`config.mk`:
```
export PLATFORM = sky130hd
export DESIGN_NAME = ext_bus_pins
export DESIGN_NICKNAME = d
export VERILOG_FILES = /design/src/hdl/ext_bus_pins.v
export VERILOG_INCLUDE_DIRS = /design/src /design/src/include
export SDC_FILE = /design/constraint.sdc
export NUM_CORES = 1
export LEC_CHECK = 0
export ABC_CLOCK_PERIOD_IN_PS = 1600
export BUFFER_PORTS_ARGS = -buffer_cell sky130_fd_sc_hd__buf_4
export CAP_MARGIN = 20
export CORE_MARGIN = 2
export CORE_UTILIZATION = 45
export CTS_CLUSTER_DIAMETER = 60
export DETAILED_ROUTE_END_ITERATION = 10
export PLACE_DENSITY = 0.76
export SYNTH_ARGS = -nofsm -noshare
export SYNTH_HDL_FRONTEND = slang
export SYNTH_SLANG_ARGS = --single-unit
```
`constraint.sdc`:
```
create_clock -name clk_i -period 1.6 [get_ports clk_i]
set_input_delay 0.24 -clock clk_i [delete_from_list [all_inputs] [get_ports clk_i]]
set_output_delay 0.24 -clock clk_i [all_outputs]
set_load 0.05 [all_outputs]
```
`src/include/ext_bus_regs.vh`:
```
/*
 Timing and field constants for the external bus and pin sampling block.
 Assumes a 125 MHz core clock; included by the design file by bare name.
*/
`ifndef EXT_BUS_REGS_VH
`define EXT_BUS_REGS_VH

// Widths of the external buses
`define ADDR_W          14
`define DATA_W          16
`define IRQ_W           3
`define WAIT_W          3

// Clock period and minimum edge pulse width in picoseconds
`define CLK_PERIOD_PS   8000
`define EDGE_PULSE_PS   10000

// Access phase codes
`define PH_IDLE         3'h0
`define PH_SETUP        3'h1
`define PH_STROBE       3'h2
`define PH_WAIT         3'h3
`define PH_HOLD         3'h4
`define PH_GRANT        3'h5

// Reset values
`define ADDR_RST        14'h0000
`define DATA_RST        16'h0000

`endif

```
`src/hdl/ext_bus_pins.v`:
```
/*
 External pin sampling, bus request/grant and memory strobe sequencing.
 Inputs are synchronous to clk_i except bus_request_n_i, which is
 synchronised here. Tristate wires are resolved outside from enables.
*/
// How it works
// - Interrupt and flag inputs are registered on the clock edge after they settle.
// - Bus request is registered in the cycle it is seen stable.
// - Bus grant goes low two cycles after request is recognised, the cycle after controls float.
// - Bus request may be asynchronous; it is synchronised inside.
// - Selects and strobes are driven again only after grant returns high.
// - Address and select are presented a cycle before read strobe falls.
// - Address and select stay stable until after read strobe rises.
// - Write data is driven only once write strobe is low.
// - Write data is valid before write strobe rises.
// - Write data is held one cycle after write strobe rises.
// - Address and selects stay unchanged until after write strobe rises, except the boot select, which is dropped as write strobe falls.
// - Flag output updates only on a clock edge, held in a register.
`include "ext_bus_regs.vh"

module ext_bus_pins (
   input  wire                  clk_i,
   input  wire                  rst_b_i,
   input  wire [`IRQ_W-1:0]     external_interrupt_line_n_i,
   input  wire                  flag_in_pin_i,
   input  wire                  flag_out_value_i,
   output reg  [`IRQ_W-1:0]     irq_sampled_n_o,
   output reg                   flag_in_sampled_o,
   output reg                   flag_out_pin_o,
   input  wire                  bus_request_n_i,
   output reg                   bus_grant_n_o,
   input  wire                  acc_req_i,
   input  wire                  acc_write_i,
   input  wire [1:0]            acc_space_i,
   input  wire [`ADDR_W-1:0]    acc_addr_i,
   input  wire [`DATA_W-1:0]    acc_wdata_i,
   input  wire [`WAIT_W-1:0]    acc_waits_i,
   output wire                  acc_ready_o,
   output reg                   acc_done_o,
   output reg  [`DATA_W-1:0]    acc_rdata_o,
   output reg  [`ADDR_W-1:0]    addr_o,
   output reg                   data_space_select_n_o,
   output reg                   program_space_select_n_o,
   output reg                   boot_space_select_n_o,
   output reg                   rd_n_o,
   output reg                   wr_n_o,
   output reg                   ctrl_oe_o,
   input  wire [`DATA_W-1:0]    data_i,
   output reg  [`DATA_W-1:0]    data_o,
   output reg                   data_oe_o
);

   localparam [2:0] PH_IDLE   = `PH_IDLE;
   localparam [2:0] PH_SETUP  = `PH_SETUP;
   localparam [2:0] PH_STROBE = `PH_STROBE;
   localparam [2:0] PH_WAIT   = `PH_WAIT;
   localparam [2:0] PH_HOLD   = `PH_HOLD;
   localparam [2:0] PH_GRANT  = `PH_GRANT;

   reg  [2:0]          phase;
   reg  [2:0]          next_phase;
   reg                 req_sync1;
   reg                 req_seen;
   reg                 is_write;
   reg  [1:0]          space;
   reg  [`WAIT_W-1:0]  wait_left;
   reg  [`DATA_W-1:0]  wdata;

   // Space code to active-low select vector {boot, program, data}
   function [2:0] space_sel_n;
      input [1:0] sp;
      begin
         case (sp)
            2'h0:    space_sel_n = 3'b110;
            2'h1:    space_sel_n = 3'b101;
            2'h2:    space_sel_n = 3'b011;
            default: space_sel_n = 3'b111;
         endcase
      end
   endfunction

   // Accept new access only when idle and bus not requested
   assign acc_ready_o = (phase == PH_IDLE) && req_seen;

   // Pin sampling and flag output registers
   always @(posedge clk_i or negedge rst_b_i) begin
      if (!rst_b_i) begin
         irq_sampled_n_o   <= {`IRQ_W{1'b1}};
         flag_in_sampled_o <= 1'b0;
         flag_out_pin_o    <= 1'b0;
      end else begin
         irq_sampled_n_o   <= external_interrupt_line_n_i;
         flag_in_sampled_o <= flag_in_pin_i;
         flag_out_pin_o    <= flag_out_value_i;
      end
   end

   // Bus request synchroniser, two stages
   always @(posedge clk_i or negedge rst_b_i) begin
      if (!rst_b_i) begin
         req_sync1 <= 1'b1;
         req_seen  <= 1'b1;
      end else begin
         req_sync1 <= bus_request_n_i;
         req_seen  <= req_sync1;
      end
   end

   // Next access phase
   always @* begin
      next_phase = phase;
      case (phase)
         PH_IDLE: begin
            if (!req_seen)
               next_phase = PH_GRANT;
            else if (acc_req_i)
               next_phase = PH_SETUP;
         end
         PH_SETUP:  next_phase = PH_STROBE;
         PH_STROBE: next_phase = (wait_left != 0) ? PH_WAIT : PH_HOLD;
         PH_WAIT:   next_phase = (wait_left == 1) ? PH_HOLD : PH_WAIT;
         PH_HOLD:   next_phase = PH_IDLE;
         PH_GRANT:  next_phase = req_seen ? PH_IDLE : PH_GRANT;
         default:   next_phase = PH_IDLE;
      endcase
   end

   // Access sequencer and pin drivers
   always @(posedge clk_i or negedge rst_b_i) begin
      if (!rst_b_i) begin
         phase                    <= PH_IDLE;
         is_write                 <= 1'b0;
         space                    <= 2'h3;
         wait_left                <= {`WAIT_W{1'b0}};
         wdata                    <= `DATA_RST;
         addr_o                   <= `ADDR_RST;
         data_space_select_n_o    <= 1'b1;
         program_space_select_n_o <= 1'b1;
         boot_space_select_n_o    <= 1'b1;
         rd_n_o                   <= 1'b1;
         wr_n_o                   <= 1'b1;
         ctrl_oe_o                <= 1'b1;
         bus_grant_n_o            <= 1'b1;
         data_o                   <= `DATA_RST;
         data_oe_o                <= 1'b0;
         acc_done_o               <= 1'b0;
         acc_rdata_o              <= `DATA_RST;
      end else begin
         phase      <= next_phase;
         acc_done_o <= 1'b0;
         case (phase)
            PH_IDLE: begin
               if (!req_seen) begin
                  ctrl_oe_o <= 1'b0;
               end else if (acc_req_i) begin
                  // Address and select go out a cycle before the strobe
                  is_write  <= acc_write_i;
                  space     <= acc_space_i;
                  wait_left <= acc_waits_i;
                  wdata     <= acc_wdata_i;
                  addr_o    <= acc_addr_i;
                  {boot_space_select_n_o, program_space_select_n_o,
                   data_space_select_n_o} <= space_sel_n(acc_space_i);
               end
            end
            PH_SETUP: begin
               if (is_write) begin
                  wr_n_o <= 1'b0;
                  // Data enabled with the strobe fall, a full cycle before it rises
                  data_o    <= wdata;
                  data_oe_o <= 1'b1;
                  // Boot space is read-only; drop its select as the write strobe falls
                  if (space == 2'h2)
                     boot_space_select_n_o <= 1'b1;
               end else begin
                  rd_n_o <= 1'b0;
               end
            end
            PH_STROBE: begin
               if (wait_left == 0) begin
                  if (!is_write)
                     acc_rdata_o <= data_i;
                  rd_n_o <= 1'b1;
                  wr_n_o <= 1'b1;
               end
            end
            PH_WAIT: begin
               wait_left <= wait_left - 1'b1;
               if (wait_left == 1) begin
                  if (!is_write)
                     acc_rdata_o <= data_i;
                  rd_n_o <= 1'b1;
                  wr_n_o <= 1'b1;
               end
            end
            PH_HOLD: begin
               // Address, selects and data held through this cycle
               data_oe_o <= 1'b0;
               {boot_space_select_n_o, program_space_select_n_o,
                data_space_select_n_o} <= 3'b111;
               acc_done_o <= 1'b1;
            end
            PH_GRANT: begin
               if (req_seen) begin
                  bus_grant_n_o <= 1'b1;
               end else begin
                  bus_grant_n_o <= 1'b0;
               end
            end
            default: begin
               rd_n_o <= 1'b1;
            end
         endcase
         // Regain the bus only once grant is back high
         if (phase == PH_IDLE && req_seen && bus_grant_n_o)
            ctrl_oe_o <= 1'b1;
      end
   end

endmodule

```
[Word level (Yosys, flattened, before mapping)]
Cells that the tools add are included.
Word-level totals
  register bits: 87
  output and inout port bits: 61
Operators by class
  add/sub/neg operators: 1
  equal/unequal tests: 18
  mux-type cells: 38
  bitwise operators: 1
  reduce and logical (&&, ||, !) cells: 24
Operators by type and width (count)
  $mux 16: 3
  $pmux 16 s2: 1
  $mux 3: 7
  $mux 1: 18
  $pmux 3 s5: 1
  $ne 2x2->1 const B: 7
  $reduce_and 3->1: 4
  $reduce_bool 2->1: 5
  $pmux 3 s3: 1
  $reduce_bool 3->1: 3
  $reduce_and 4->1: 2
  $eq 3x1->1 const B: 2
  $eq 3x2->1 const B: 2
  $eq 3x3->1 const B: 2
  $logic_not 3->1: 2
  $pmux 1 s2: 3
  $pmux 1 s3: 2
  $pmux 3 s2: 1
  $reduce_and 2->1: 3
  $reduce_and 5->1: 1
  $eq 2x2->1 const B: 2
  $pmux 1 s4: 1
  $ne 3x3->1 const B: 1
  $reduce_or 3->1: 1
  other kinds (6): 7

[Longest topological paths before layout]
  depth in word-level cells: 5
  depth in mapped cells: 6
  gate-level depth less buffers: 5

[Worst setup path before layout]
OpenSTA, ideal clock, no wires.
  path kind: register to register
  start point: register wait_left[0]
  end point: register acc_rdata_o[0]
  setup time: 0.125 ns
  arrival: 1.657 ns
  path slack: -0.182 ns
  cell stages (with the launch flop): 7
  buffers on the path: 1
  period minus slack after synthesis: 1.782 ns
  cells stage by stage: dfrtp_1 inv_1 ha_1 mux2i_1 nor4_4 buf_6 mux2_4
On the way
  word-level cells in the longest chain between the ends: 3
  elaborated cells on any way between the ends: 5
  those cells by class: 3 x eq/ne; 2 x reduce/logical
RTL lines
  start, declared: line ext_bus_pins.v:66  | reg [`WAIT_W-1:0] wait_left;
  start signal, assigned: line ext_bus_pins.v:134  | wait_left <= {`WAIT_W{1'b0}};
  start signal, assigned: line ext_bus_pins.v:159  | wait_left <= acc_waits_i;
  start signal, assigned: line ext_bus_pins.v:188  | wait_left <= wait_left - 1'b1;
  $eq 3x1->1 or $logic_not 3->1 (tied branches): line ext_bus_pins.v:189, ext_bus_pins.v:180
  $ne 2x2->1 (no line)
  $reduce_and 3->1 (no line) (*)
  end signal, assigned: line ext_bus_pins.v:147  | acc_rdata_o <= `DATA_RST;
  end signal, assigned: line ext_bus_pins.v:182  | acc_rdata_o <= data_i;
  end signal, assigned: line ext_bus_pins.v:191  | acc_rdata_o <= data_i;
  end, declared: line ext_bus_pins.v:40  | output reg [`DATA_W-1:0] acc_rdata_o,
Mark *: on every way between the ends. The rest lies on a longest branch, timed or not.
A chain may end at the register's enable or synchronous reset.

[Worst setup path in the final report]
  start point: register phase[1]
  end point: register addr_o[8]
On the way
  word-level cells in the longest chain between the ends: 2
RTL lines
  start, declared: line ext_bus_pins.v:60  | reg [2:0] phase;
  start signal, assigned: line ext_bus_pins.v:149  | phase <= next_phase;
  $logic_not 3->1: line ext_bus_pins.v:151  | case (phase)
  $reduce_and 3->1 (no line)
  end signal, assigned: line ext_bus_pins.v:136  | addr_o <= `ADDR_RST;
  end signal, assigned: line ext_bus_pins.v:161  | addr_o <= acc_addr_i;
  end, declared: line ext_bus_pins.v:41  | output reg [`ADDR_W-1:0] addr_o,
No other way between the ends.

==> run_results.csv <==
group,metric,value,unit
power_and_ir_drop,ir_drop,1.35,mV
floorplan,die_w,92.4,um
job,cap_viol_max_count,0,
global_routing,grt_max_degree,38,
detailed_routing,dr.max_layer_used,"met4",
setup_path,cpLargestDelayFamily,"simple AND/OR/NAND/NOR gates",
setup_path,r2r.worst_path.cells,5,
detailed_routing,wl_met2,4140,um
clocking,cts_sinks,87,
outcome,status,"complete, but fails checks",
min_path,min_to,"addr_o[1]",
setup_path,critPathMaxFanout,10,
yosys,ys_seq_area_share,62.4,%
finish,area_growth,48.9,%
sta,fin_ws,-0.170,ns
setup_path,worstSetupEndpointType,"register",
detailed_routing,wire_per_inst,16.4,um
global_routing,grtUsageTotal,18.8,%
floorplan,io_pins,122,
floorplan,core_area,0.00765,mm^2
power_and_ir_drop,total_power,11.2,mW
sta,finalClockSkew,0.0113,ns
placement,hpwl,5540,um
floorplan,die_h,92.4,um
yosys,ys_warn_count,0,
sta,fmax,565,MHz
sta,hold_slack,0.104,ns
sta,rsz0062_at_grt,"yes",
detailed_routing,wl_met1,3250,um
detailed_routing,drt_iter0_drc,65,
detailed_routing,vias_per_cell,4.95,
setup_path,crit_arrival,2.00,ns
clocking,cts_buffers,9,
yosys,synthArstFlopShare,100,%
sta,setup_viol,51,
finish,layout.cells.non_filler,494,
setup_path,r2r-start,"phase[1]",
detailed_routing,routed_wl,8090,um
placement,place.gp.congestion,0.840,
yosys,syn_inst,230,
min_path,worstHoldStart,"acc_addr_i[1]",
finish,final_cell_mix,"buf_4, dfrtp_1, mux2_4",
min_path,worst_hold_path_type,"in -> reg",
setup_path,cp.required,1.83,ns
floorplan,fp-row-count,32,
sta,drv_slew,0,
setup_path,crit_chain,"buf_6 > or3_4 > nor2_8 > clkbuf_16 > mux2_4",
yosys,syn-cell-area,0.00351,mm^2
floorplan,die_area,0.00853,mm^2
finish,final_common_cell,"buf_4",
yosys,ys_seq_elements,87,
finish,diodes,0,
setup_path,critPathKind,"reg -> reg",
setup_path,r2r-end,"addr_o[8]",
power_and_ir_drop,p_leak,2.57,nW
detailed_routing,wl_met3,578,um
placement,dpl_cell_area,0.00472,mm^2
global_routing,grt_pass1_vias,2661,
setup_path,crit_path_start_kind,"register",
placement,io_buffers,121,
clocking,path_clk_slew,0.09,ns
setup_path,path_depth,5,
sta,worst_slew_pin_slew,0.393,ns
detailed_routing,vias,2447,
clocking,cts_tree,"built",
clocking,worstSkewPairLatency,0.35,ns
clocking,root_buffer,"clkbuf_8",
clocking,h-tree-depth,3,
yosys,avgSynthCellArea,15.3,um^2
finish,fin_area,0.00523,mm^2
setup_path,critPathBufInv,2,
sta,min_period_over_period,111,%
detailed_routing,final_antenna_net_count,0,
finish,fin_nets,451,
yosys,synth_ff_type,"dfrtp_1",
global_routing,antenna_found_initial,0,
sta,hold_violations,0,
finish,drive_above_1_share,64.8,%
clocking,cts_buffer_depth,2,
outcome,violations,"setup timing",
sta,relSlewSlack,73.8,%
global_routing,gr-total-overflow,0,
detailed_routing,drc,0,
yosys,ys_types,44,
setup_path,r2r_setup_slack,-0.17,ns
power_and_ir_drop,power_density,2130,mW/mm^2
sta,period_needed,1.77,ns
setup_path,crit_slowest_cell,"dfrtp_1",
min_path,whs_path_depth,2,
setup_path,slowest_delay,0.42,ns
placement,dp_cells,465,
yosys,synth_edf_count,0,
detailed_routing,first_pass_iters,4,
floorplan,initial_core_util,46.0,%
yosys,synth_nets,294,
global_routing,grt_pass1_wl,12600,um
-- cell usage after synthesis (4+ instances only) --
cell      instances  area share (%)
dfrtp_1          73              52
mux2_1           28             9.0
mux2_2           28             9.0
dfstp_2          14              10
mux2_4           10             4.3
inv_1             7            0.75
nor2_1            6            0.64
nand2_1           5            0.53
a21oi_1           4            0.57
clkbuf_1          4            0.43
-- per-layer routing --
layer	vias to the layer above	global-route usage [%]
met1	1219	23.0
li1	1131	-
met4	0	5.72
met2	85	31.7
met3	12	6.35
met5	-	0
-- final cells by class --
cell class | count | area, um^2
clock buffers | 10 | 128
clock inverters | 6 | 68.8
fillers | 535 | 2410
inverters | 7 | 26.3
multi-input cells | 124 | 1370
flip-flops and latches | 87 | 2190
well taps | 102 | 128
repair buffers | 158 | 1320
-- logic make-up after synthesis --
family / after synthesis / synth area share [%]
xor+xnor: 1 / 0.249
compound gates: 25 / 5.09
fa+ha+maj: 3 / 1.07
flops: 87 / 62.4
simple gates: 28 / 5.20
buf+inv: 19 / 3.45
mux: 67 / 22.5
-- power breakdown --
part           leakage (nW)  switching, mW  internal, mW
registers              1.06          0.575          3.21
logic                  1.42           3.40          2.45
clock network        0.0973          0.793         0.734
-- worst max path at each step --
stage,from,to,slack (ns)
floorplan,phase[0],addr_o[0],-0.08
global placement,phase[1],is_write,0.04
detailed placement,wait_left[1],acc_rdata_o[9],-0.02
finish,phase[1],addr_o[8],-0.17
global route,phase[1],wdata[8],-0.22
CTS,phase[1],wdata[4],-0.13
-- flip-flops by register name (all words and copies together), names as in the netlist, 2 cells and up --
name,flops
addr_o,14
irq_sampled_n_o,3
acc_rdata_o,16
wait_left,3
space,2
data_o,16
phase,3
wdata,16
-- metrics by stage --
step	setup TNS, ns	setup slack, ns	util [%]
3_3_place_gp	0	0.0393	61.7
4_1_cts	-3.39	-0.130	66.1
3_5_place_dp	-0.0957	-0.0237	61.7
2_1_floorplan	-2.81	-0.0835	-
6_report	-4.84	-0.170	68.4
5_1_grt	-8.67	-0.220	68.4
-- repair_timing --
action,CTS,global route
endpoints found under the hold margin,31,0
pin swaps,2,0
hold buffers,7,0
endpoints found under the setup margin,22,66
buffers inserted,1,3
gates cloned,0,2
gates resized for setup,18,25
(Power assumes the default switching activity.)
